`config.mk`:
```
export PLATFORM = sky130hd
export DESIGN_NAME = acr_reg_bank
export DESIGN_NICKNAME = d
export VERILOG_FILES = /design/src/rtl/acr_pkg.sv /design/src/rtl/acr_reg_bank.sv /design/src/rtl/acr_pin_sync.sv
export SDC_FILE = /design/constraint.sdc
export NUM_CORES = 1
export LEC_CHECK = 0
export CAP_MARGIN = 30
export CELL_PAD_IN_SITES_DETAIL_PLACEMENT = 1
export CELL_PAD_IN_SITES_GLOBAL_PLACEMENT = 1
export CORE_MARGIN = 2
export CORE_UTILIZATION = 42
export DETAILED_ROUTE_END_ITERATION = 8
export DONT_BUFFER_PORTS = 1
export GPL_TIMING_DRIVEN = 0
export PLACE_DENSITY = 0.73
export SLEW_MARGIN = 15
export SYNTH_ARGS = -nofsm -noshare
export SYNTH_HDL_FRONTEND = slang
export SYNTH_HIERARCHICAL = 1
export SYNTH_SLANG_ARGS = --single-unit
```
`constraint.sdc`:
```
create_clock -name I_SYS_CLK -period 2.4 [get_ports I_SYS_CLK]
set_clock_uncertainty 0.2 [all_clocks]
set_input_delay 0.24 -clock I_SYS_CLK [delete_from_list [all_inputs] [get_ports I_SYS_CLK]]
set_output_delay 0.24 -clock I_SYS_CLK [all_outputs]
set_load 0.005 [all_outputs]
```
`src/rtl/acr_pkg.sv`:
```
// constants and types of the converter control register bank
package acr_pkg;
    // ****************************************
    // frame layout
    // ****************************************
    localparam int FRAME_BITS = 32;
    localparam logic [5:0] FRAME_LAST = 6'h1f;
    localparam logic [11:0] FRAME_HEADER = 12'h001;
    localparam int HDR_MSB = 31;
    localparam int HDR_LSB = 20;
    localparam int ADDR_MSB = 19;
    localparam int ADDR_LSB = 16;
    localparam int DATA_MSB = 15;

    // ****************************************
    // register addresses and reset values
    // ****************************************
    localparam logic [3:0] ADDR_CALIBRATION_TRIGGER = 4'h0;
    localparam logic [3:0] ADDR_OUTPUT_CONFIGURATION = 4'h1;
    localparam logic [15:0] RST_CALIBRATION_TRIGGER = 16'h7fff;
    localparam logic [15:0] RST_OUTPUT_CONFIGURATION = 16'hb2ff;

    // ****************************************
    // field positions
    // ****************************************
    localparam int BIT_CAL_START = 15;
    localparam int BIT_SECOND_CLK_N = 13;
    localparam int BIT_DUTY_STAB = 12;
    localparam int BIT_DDR_PHASE = 11;
    localparam int BIT_DDR_ENABLE_N = 10;

    // ****************************************
    // clock and pulse timing
    // ****************************************
    localparam int SYS_CLK_PERIOD_NS = 8;
    localparam int CAL_PULSE_NS = 8;
    localparam int CAL_PULSE_CYCLES =
        (CAL_PULSE_NS + SYS_CLK_PERIOD_NS - 1) / SYS_CLK_PERIOD_NS;
    localparam int SYNC_STAGES = 2;

    typedef enum logic [1:0] {ST_IDLE, ST_SHIFT, ST_COMMIT} acr_state_e;
endpackage : acr_pkg

```
`src/rtl/acr_reg_bank.sv`:
```
// serial-loaded calibration and output configuration registers
`timescale 1ns/100ps
module acr_reg_bank (
    input wire logic I_SYS_CLK,
    input wire logic I_RESETN,
    input wire logic I_CE,
    input wire logic I_EXT_CONTROL_MODE,
    input wire logic I_SERIAL_CLK,
    input wire logic I_SERIAL_SELECT_N,
    input wire logic I_SERIAL_DATA_IN,
    output logic O_CALIBRATION_START,
    output logic O_SECOND_OUT_CLOCK_ENABLE_N,
    output logic O_DUTY_CYCLE_STABILIZER_ENABLE,
    output logic O_DOUBLE_RATE_CLOCK_PHASE_SELECT,
    output logic O_DATA_OUTPUT_CLOCK_PHASE_90,
    output logic O_FRAME_ERROR
);
    import acr_pkg::*;

    // ****************************************
    // pin synchronisers
    // ****************************************
    logic sclk_rise;
    logic sel_n;
    logic ser_bit;
    logic ext_mode;

    acr_pin_sync u_sync_clk (
        .i_clk(I_SYS_CLK), .i_rst_n(I_RESETN), .i_ce(I_CE), .i_pin(I_SERIAL_CLK),
        .i_reset_val(1'b0), .o_level(), .o_rise(sclk_rise)
    );
    acr_pin_sync u_sync_sel (
        .i_clk(I_SYS_CLK), .i_rst_n(I_RESETN), .i_ce(I_CE), .i_pin(I_SERIAL_SELECT_N),
        .i_reset_val(1'b1), .o_level(sel_n), .o_rise()
    );
    acr_pin_sync u_sync_dat (
        .i_clk(I_SYS_CLK), .i_rst_n(I_RESETN), .i_ce(I_CE), .i_pin(I_SERIAL_DATA_IN),
        .i_reset_val(1'b0), .o_level(ser_bit), .o_rise()
    );
    acr_pin_sync u_sync_mode (
        .i_clk(I_SYS_CLK), .i_rst_n(I_RESETN), .i_ce(I_CE), .i_pin(I_EXT_CONTROL_MODE),
        .i_reset_val(1'b0), .o_level(ext_mode), .o_rise()
    );

    // ****************************************
    // frame shifter state
    // ****************************************
    acr_state_e state;
    acr_state_e next_state;
    logic [FRAME_BITS-1:0] shreg;
    logic [FRAME_BITS-1:0] next_shreg;
    logic [5:0] bit_cnt;
    logic [5:0] next_bit_cnt;
    logic [15:0] cal_reg;
    logic [15:0] next_cal_reg;
    logic [15:0] cfg_reg;
    logic [15:0] next_cfg_reg;
    logic cal_pulse;
    logic next_cal_pulse;
    logic frame_err;
    logic next_frame_err;
    logic serial_take;

    // serial port live only in extended mode with select low
    assign serial_take = sclk_rise & ~sel_n & ext_mode;

    // shift on each serial rise, commit at the 32nd bit
    always_comb begin
        next_state = state;
        next_shreg = shreg;
        next_bit_cnt = bit_cnt;
        next_cal_reg = cal_reg;
        next_cfg_reg = cfg_reg;
        next_cal_pulse = 1'b0;
        next_frame_err = frame_err;
        case (state)
            ST_IDLE: begin
                next_bit_cnt = 6'h00;
                if (serial_take) begin
                    next_shreg = {shreg[FRAME_BITS-2:0], ser_bit};
                    next_bit_cnt = 6'h01;
                    next_state = ST_SHIFT;
                end
            end
            ST_SHIFT: begin
                if (sel_n || !ext_mode) begin
                    next_state = ST_IDLE; // partial frame dropped
                    next_frame_err = 1'b1;
                end else if (serial_take) begin
                    next_shreg = {shreg[FRAME_BITS-2:0], ser_bit};
                    next_bit_cnt = bit_cnt + 6'h01;
                    if (bit_cnt == FRAME_LAST) begin
                        next_state = ST_COMMIT;
                    end
                end
            end
            ST_COMMIT: begin
                // next frame starts on the 33rd clock, no select release
                next_bit_cnt = 6'h00;
                next_state = ST_IDLE;
                if (shreg[HDR_MSB:HDR_LSB] != FRAME_HEADER) begin
                    next_frame_err = 1'b1;
                end else begin
                    next_frame_err = 1'b0;
                    case (shreg[ADDR_MSB:ADDR_LSB])
                        ADDR_CALIBRATION_TRIGGER: begin
                            next_cal_reg = shreg[DATA_MSB:0];
                            next_cal_pulse = shreg[BIT_CAL_START];
                        end
                        ADDR_OUTPUT_CONFIGURATION: begin
                            next_cfg_reg = shreg[DATA_MSB:0];
                        end
                        default: begin
                            next_cfg_reg = cfg_reg; // other seven held elsewhere
                        end
                    endcase
                end
                if (serial_take) begin
                    next_shreg = {shreg[FRAME_BITS-2:0], ser_bit};
                    next_bit_cnt = 6'h01;
                    next_state = ST_SHIFT;
                end
            end
            default: begin
                next_state = ST_IDLE;
            end
        endcase
    end

    // registers only, no read path exists
    always_ff @(posedge I_SYS_CLK or negedge I_RESETN) begin
        if (!I_RESETN) begin
            state <= ST_IDLE;
            shreg <= '0;
            bit_cnt <= 6'h00;
            cal_reg <= RST_CALIBRATION_TRIGGER;
            cfg_reg <= RST_OUTPUT_CONFIGURATION;
            cal_pulse <= 1'b0;
            frame_err <= 1'b0;
        end else if (I_CE) begin
            state <= next_state;
            shreg <= next_shreg;
            bit_cnt <= next_bit_cnt;
            cal_reg <= next_cal_reg;
            cfg_reg <= next_cfg_reg;
            cal_pulse <= next_cal_pulse;
            frame_err <= next_frame_err;
        end
    end

    // ****************************************
    // control outputs
    // ****************************************
    logic next_sd_n;
    logic next_stab_en;
    logic next_phase_sel;
    logic next_ph90;

    // in normal mode the defaults stand in for the register contents
    always_comb begin
        next_sd_n = RST_OUTPUT_CONFIGURATION[BIT_SECOND_CLK_N];
        next_stab_en = RST_OUTPUT_CONFIGURATION[BIT_DUTY_STAB];
        next_phase_sel = RST_OUTPUT_CONFIGURATION[BIT_DDR_PHASE];
        if (ext_mode) begin
            next_sd_n = cfg_reg[BIT_SECOND_CLK_N];
            next_stab_en = cfg_reg[BIT_DUTY_STAB];
            next_phase_sel = cfg_reg[BIT_DDR_PHASE];
        end
        // phase honoured only in ddr clocking, else 0 degree
        next_ph90 = next_phase_sel & ~(ext_mode ? cfg_reg[BIT_DDR_ENABLE_N] : 1'b0);
    end

    always_ff @(posedge I_SYS_CLK or negedge I_RESETN) begin
        if (!I_RESETN) begin
            O_CALIBRATION_START <= 1'b0;
            O_SECOND_OUT_CLOCK_ENABLE_N <= RST_OUTPUT_CONFIGURATION[BIT_SECOND_CLK_N];
            O_DUTY_CYCLE_STABILIZER_ENABLE <= RST_OUTPUT_CONFIGURATION[BIT_DUTY_STAB];
            O_DOUBLE_RATE_CLOCK_PHASE_SELECT <= RST_OUTPUT_CONFIGURATION[BIT_DDR_PHASE];
            O_DATA_OUTPUT_CLOCK_PHASE_90 <= 1'b0;
            O_FRAME_ERROR <= 1'b0;
        end else if (I_CE) begin
            O_CALIBRATION_START <= cal_pulse;
            O_SECOND_OUT_CLOCK_ENABLE_N <= next_sd_n;
            O_DUTY_CYCLE_STABILIZER_ENABLE <= next_stab_en;
            O_DOUBLE_RATE_CLOCK_PHASE_SELECT <= next_phase_sel;
            O_DATA_OUTPUT_CLOCK_PHASE_90 <= next_ph90;
            O_FRAME_ERROR <= frame_err;
        end
    end
endmodule : acr_reg_bank

```
`src/rtl/acr_pin_sync.sv`:
```
// two-stage synchroniser with rise detect for the serial pins
`timescale 1ns/100ps
module acr_pin_sync (
    input wire logic i_clk,
    input wire logic i_rst_n,
    input wire logic i_ce,
    input wire logic i_pin,
    input wire logic i_reset_val,
    output logic o_level,
    output logic o_rise
);
    import acr_pkg::*;
    logic meta;
    logic sync;
    logic prev;
    logic level;
    logic [1:0] fill;
    logic next_meta;
    logic next_sync;
    logic next_prev;
    logic [1:0] next_fill;

    // ****************************************
    // sampling chain
    // ****************************************
    // idle level stands until the chain holds real pin samples
    assign level = fill[1] ? sync : i_reset_val;

    // meta feeds only sync; fill counts the chain up after reset
    always_comb begin
        next_meta = i_ce ? i_pin : meta;
        next_sync = i_ce ? meta : sync;
        next_prev = i_ce ? level : prev;
        next_fill = i_ce ? {fill[0], 1'b1} : fill;
    end

    always_ff @(posedge i_clk or negedge i_rst_n) begin
        if (!i_rst_n) begin
            meta <= 1'b0;
            sync <= 1'b0;
            prev <= 1'b0;
            fill <= 2'b00;
        end else begin
            meta <= next_meta;
            sync <= next_sync;
            prev <= next_prev;
            fill <= next_fill;
        end
    end

    // no false edge while the chain fills after reset
    assign o_level = level;
    assign o_rise = fill[1] & level & ~prev;
endmodule : acr_pin_sync

```
# Yosys cells after proc, flatten, opt, wreduce, memory -nomap -nowiden
# Index checks and enable logic that the tools add are counted.
word_totals:
  output_inout_bits: 6
  elab_cells: 85
  reg_bits: 79
  inputBits: 7
op_classes:
  reduce_logical: 12
  eq_ne: 11
  addsub: 1
  n_mux: 27
  bitwise: 9
op_table:
  columns: ["operator", "count"]
  rows:
  - ["32-bit two-way mux", 2]
  - ["32-bit case mux with 2 select lines", 1]
  - ["1-bit two-way mux", 15]
  - ["6-bit two-way mux", 2]
  - ["12-bit by 1-bit inequality test with 1-bit output, second input constant", 1]
  - ["6-bit case mux with 2 select lines", 1]
  - ["4-bit AND reduction", 3]
  - ["2-bit two-way mux", 4]
  - ["2-bit inequality test, second input constant", 4]
  - ["6-bit by 1-bit adder with 6-bit output, second input constant", 1]
  - ["6-bit by 5-bit equality test with 1-bit output, second input constant", 1]
  - ["3-bit inequality test, second input constant", 2]
  - ["2-bit case mux with 3 select lines", 1]
  - ["3-bit AND reduction", 2]
  - ["1-bit bitwise AND", 5]
  - ["4-bit by 1-bit equality test with 1-bit output, second input constant", 1]
  - ["4-bit logical NOT", 1]
  - ["1-bit inverter", 4]
  - ["2-bit nonzero test", 2]
  - ["2-bit by 1-bit equality test with 1-bit output, second input constant", 1]
  - ["2-bit equality test, second input constant", 1]
  - ["2-bit logical NOT", 1]
  - ["1-bit case mux with 2 select lines", 1]
  - ["2-bit OR reduction", 1]
  - ["other kinds (2)", 2]

# Logic depth before layout (Yosys ltp)
depth:
  word_depth: 8
  mapped_depth: 7
  ltp_nobuf: 6

# By module
# Netlist, hierarchy kept.
modules_own_cells:
  columns: ["module", "area_per_inst_um2", "seq_area_each_um2", "cells_per_inst", "instances"]
  rows:
  - ["acr_reg_bank", 2187.1, 1306.3, 162, 1]
  - ["acr_pin_sync", 192.7, 125.1, 15, 4]

# Least setup slack after synthesis
# No wires, ideal clock.
synth_path:
  path_kind: "register to register"
  start: "register u_sync_sel.fill[1]"
  end: "register shreg[10]"
  path_buffers: 1
  t_arrival_ns: 1.557
  setup_time_ns: 0.127
  required_time_ns: 2.073
  synth_period_minus_slack_ns: 1.884
  setup_slack_ns: 0.516
  path_stages_with_launch: 8
  path_cell_list: "dfrtp_1 -> nand2b_1 -> nand2_1 -> and2b_1 -> and3_1 -> nand2_2 -> buf_6 -> mux2_1"
synth_via:
  elab_chain_len: 7
  word_cells_on_any_way: 10
  classes_between: "eq/ne: 1; mux: 4; bitwise: 3; reduce/logical: 2"
synth_lines:
  columns: ["item", "line", "text"]
  rows:
  - ["start: declaration", "acr_pin_sync.sv:17", "logic [1:0] fill;"]
  - ["start signal: assignment", "acr_pin_sync.sv:47", "fill <= next_fill;"]
  - ["1-bit two-way mux *", "acr_pin_sync.sv:27", "assign level = fill[1] ? sync : i_reset_val;"]
  - ["named net sel_n", "acr_reg_bank.sv:24", "logic sel_n;"]
  - ["1-bit inverter", "acr_reg_bank.sv:65", "assign serial_take = sclk_rise & ~sel_n & ext_mode;"]
  - ["1-bit bitwise AND (2 in a row)", "acr_reg_bank.sv:65", null]
  - ["32-bit two-way mux (2 in a row)", null, null]
  - ["32-bit case mux with 2 select lines", null, null]
  - ["end signal: assignment", "acr_reg_bank.sv:142", "shreg <= next_shreg;"]
  - ["end: declaration", "acr_reg_bank.sv:50", "logic [FRAME_BITS-1:0] shreg;"]
# Mark *: on every way through the listed nets, which the timed path passes. The rest lies on a longest branch. The select of a mux whose other input is x is not followed.
# A chain may end at the register's enable or synchronous reset.

# Worst setup path after layout
layout_path:
  start: "register u_sync_sel.fill[1]"
  end: "register shreg[22]"
# Same word-level chain as after synthesis.

==> metrics <==
run status=finished clean; Synth warnings=6; Leak=0.00152 uW; Core Area=between 0.006 and 0.007 mm^2; initial antenna violation count=0; layout cells sized above 1=20.1%; CTS max path bufs=2; max-cap viol count=0; Arr. time, crit path=2080 ps; cts repair resizes=0; max incr delay on CP=390 ps; hold depth=2; post-detail-place hpwl=3070 um; Hold Crit Class=input port to flip-flop; GR peak layer=met2; area delta synth->final=13.9%; Cell Pwr Density=~760 mW/mm^2; Worst IR Drop VDD=0.394 mV; Iter 0 DRT Violations=93; clock sinks=69; Clk pwr share=approximately two fifths; M2 GR Usage=22.9%; Final Cycle Share=85.9%; Int Power=1860 uW; Tmin final=2060 ps; routability cong.=~0.74; Detailed Route WL=roughly 4700 um; Worst-Skew Late Latency=340 ps; CTS Buf Count=9; crit-path cells=nand2b_1, nand2_1, and2b_1, and3_1, nand2_2, buf_6, mux2_1; R2R cell count=7; row count=29; grt ovf=0; Gate power share=9.5%; maximum number of pins on one net before global-route repair=70; CP bufs+invs=1; clk root buf=clkbuf_8; first-pass GRT wire length=8430 um; first-pass iteration count of the detailed router=4; Area after DPL=0.00294 mm^2; net switching power=between 500 and 600 uW; Sequential Power Share=51.4%; most frequent cells in the layout=dfrtp_1 (65), mux2_1 (34), nand2_1 (16), mux2_2 (16), clkbuf_8 (11); Antenna Cells=0; Worst R2R Setup Slack=~340 ps; nets@finish=237; Reg-to-Reg Start=u_sync_sel/fill[1]; number of I/O pins=13; Top delay family on crit path=simple AND/OR/NAND/NOR gates; Overall Global Routing Usage=15.0%; WL/cell=15.2 um; WP depth=7; die area=approximately 0.0074 mm^2; setup TNS=0 ps; CTS tree=built; DR DRC count=0; maximum clock frequency=485 MHz; WHS Endpoint=O_CALIBRATION_START; commonest non-fill, non-tap cell in the layout=dfrtp_1; classification of the worst setup path=flip-flop to flip-flop; Worst-path clk slew=70 ps; Final ANT Viol Nets=0; met3 global-route usage=4.29%; Slew headroom=a little under three fifths; unrepaired setup endpoints after global routing=false; Die Span X=86.2 um; vias in the first global route=1,790; Worst Hold Launch=I_CE; CTS H-tree lvls=3; Hold Vio Cnt, Final=0; mean post-synth cell area=13.6 um^2; CP required=2420 ps; crit path capture type=flip-flop; max reg flops=32; Setup crit start kind=flip-flop; DR vias/cell=roughly 5.3; via count=~1,700; design area=0.00323 mm^2; slowest CP cell=dfrtp_1; FF-to-FF End=shreg[22]; met1 Use GR=19.0%; Die H=approximately 86 um; Mapped Area=between 0.002 and 0.003 mm^2; Tot Pwr=between 2000 and 2500 uW; switch share=24.1%; Slew Limit Fails=0; # setup viols final=0; CP Max Fanout=10; Syn Inst Count=between 200 and 250; worst slew pin tran=656 ps; IO buf count=0; starting density of the core=~44%
==> per-layer routing <==
| layer | part of all wire (%) | routed length, um |
|---|---|---|
| met1 | 45 | 2150 |
| met2 | 48 | 2280 |
| met3 | 3.6 | 169 |
| met4 | 2.7 | 130 |
| met5 | 0 | 0 |
==> power by group through the flow <==
stage	Sequential [uW]	Clock, uW	Combinational [uW]
5_1_grt	1270	1040	266
3_5_place_dp	1290	0	196
4_1_cts	1260	995	238
3_3_place_gp	1280	0	189
6_report	1260	960	233
2_1_floorplan	1270	0	158
==> through the flow <==
step	instances	hold WS (ps)	util [%]	setup slack, ps
after CTS	311	70.8	50.0	306
after global placement	288	-254	45.5	363
after global routing	311	97.7	50.0	201
final	311	86.5	50.0	339
after floorplan	211	-256	-	537
after detailed placement	288	-254	45.5	318
==> how the worst max path moves through the flow <==
stage	from	end	slack [ps]
after floorplan	u_sync_sel/fill[1]	shreg[10]	540
after global placement	u_sync_sel/fill[1]	shreg[24]	360
after detailed placement	u_sync_sel/fill[1]	shreg[22]	320
after CTS	u_sync_sel/fill[1]	shreg[22]	310
after global routing	u_sync_clk/fill[1]	bit_cnt[5]	200
final	u_sync_sel/fill[1]	shreg[22]	340
==> what timing repair did <==
item                      CTS  global route
hold buffers                7             0
hold endpoints to repair   86             0
setup buffers               0             0
==> final cells by class <==
cell class                 instances  area (um^2)
inverter                           5         18.8
clock inverter                     3         43.8
buffer                             7         57.6
clock buffer                      13          159
fill                             670         3230
tap                               77         96.3
sequential                        69         1730
timing repair buffer               7         87.6
multi-input combinational        130         1040
Power figures use the tool's default switching activity.
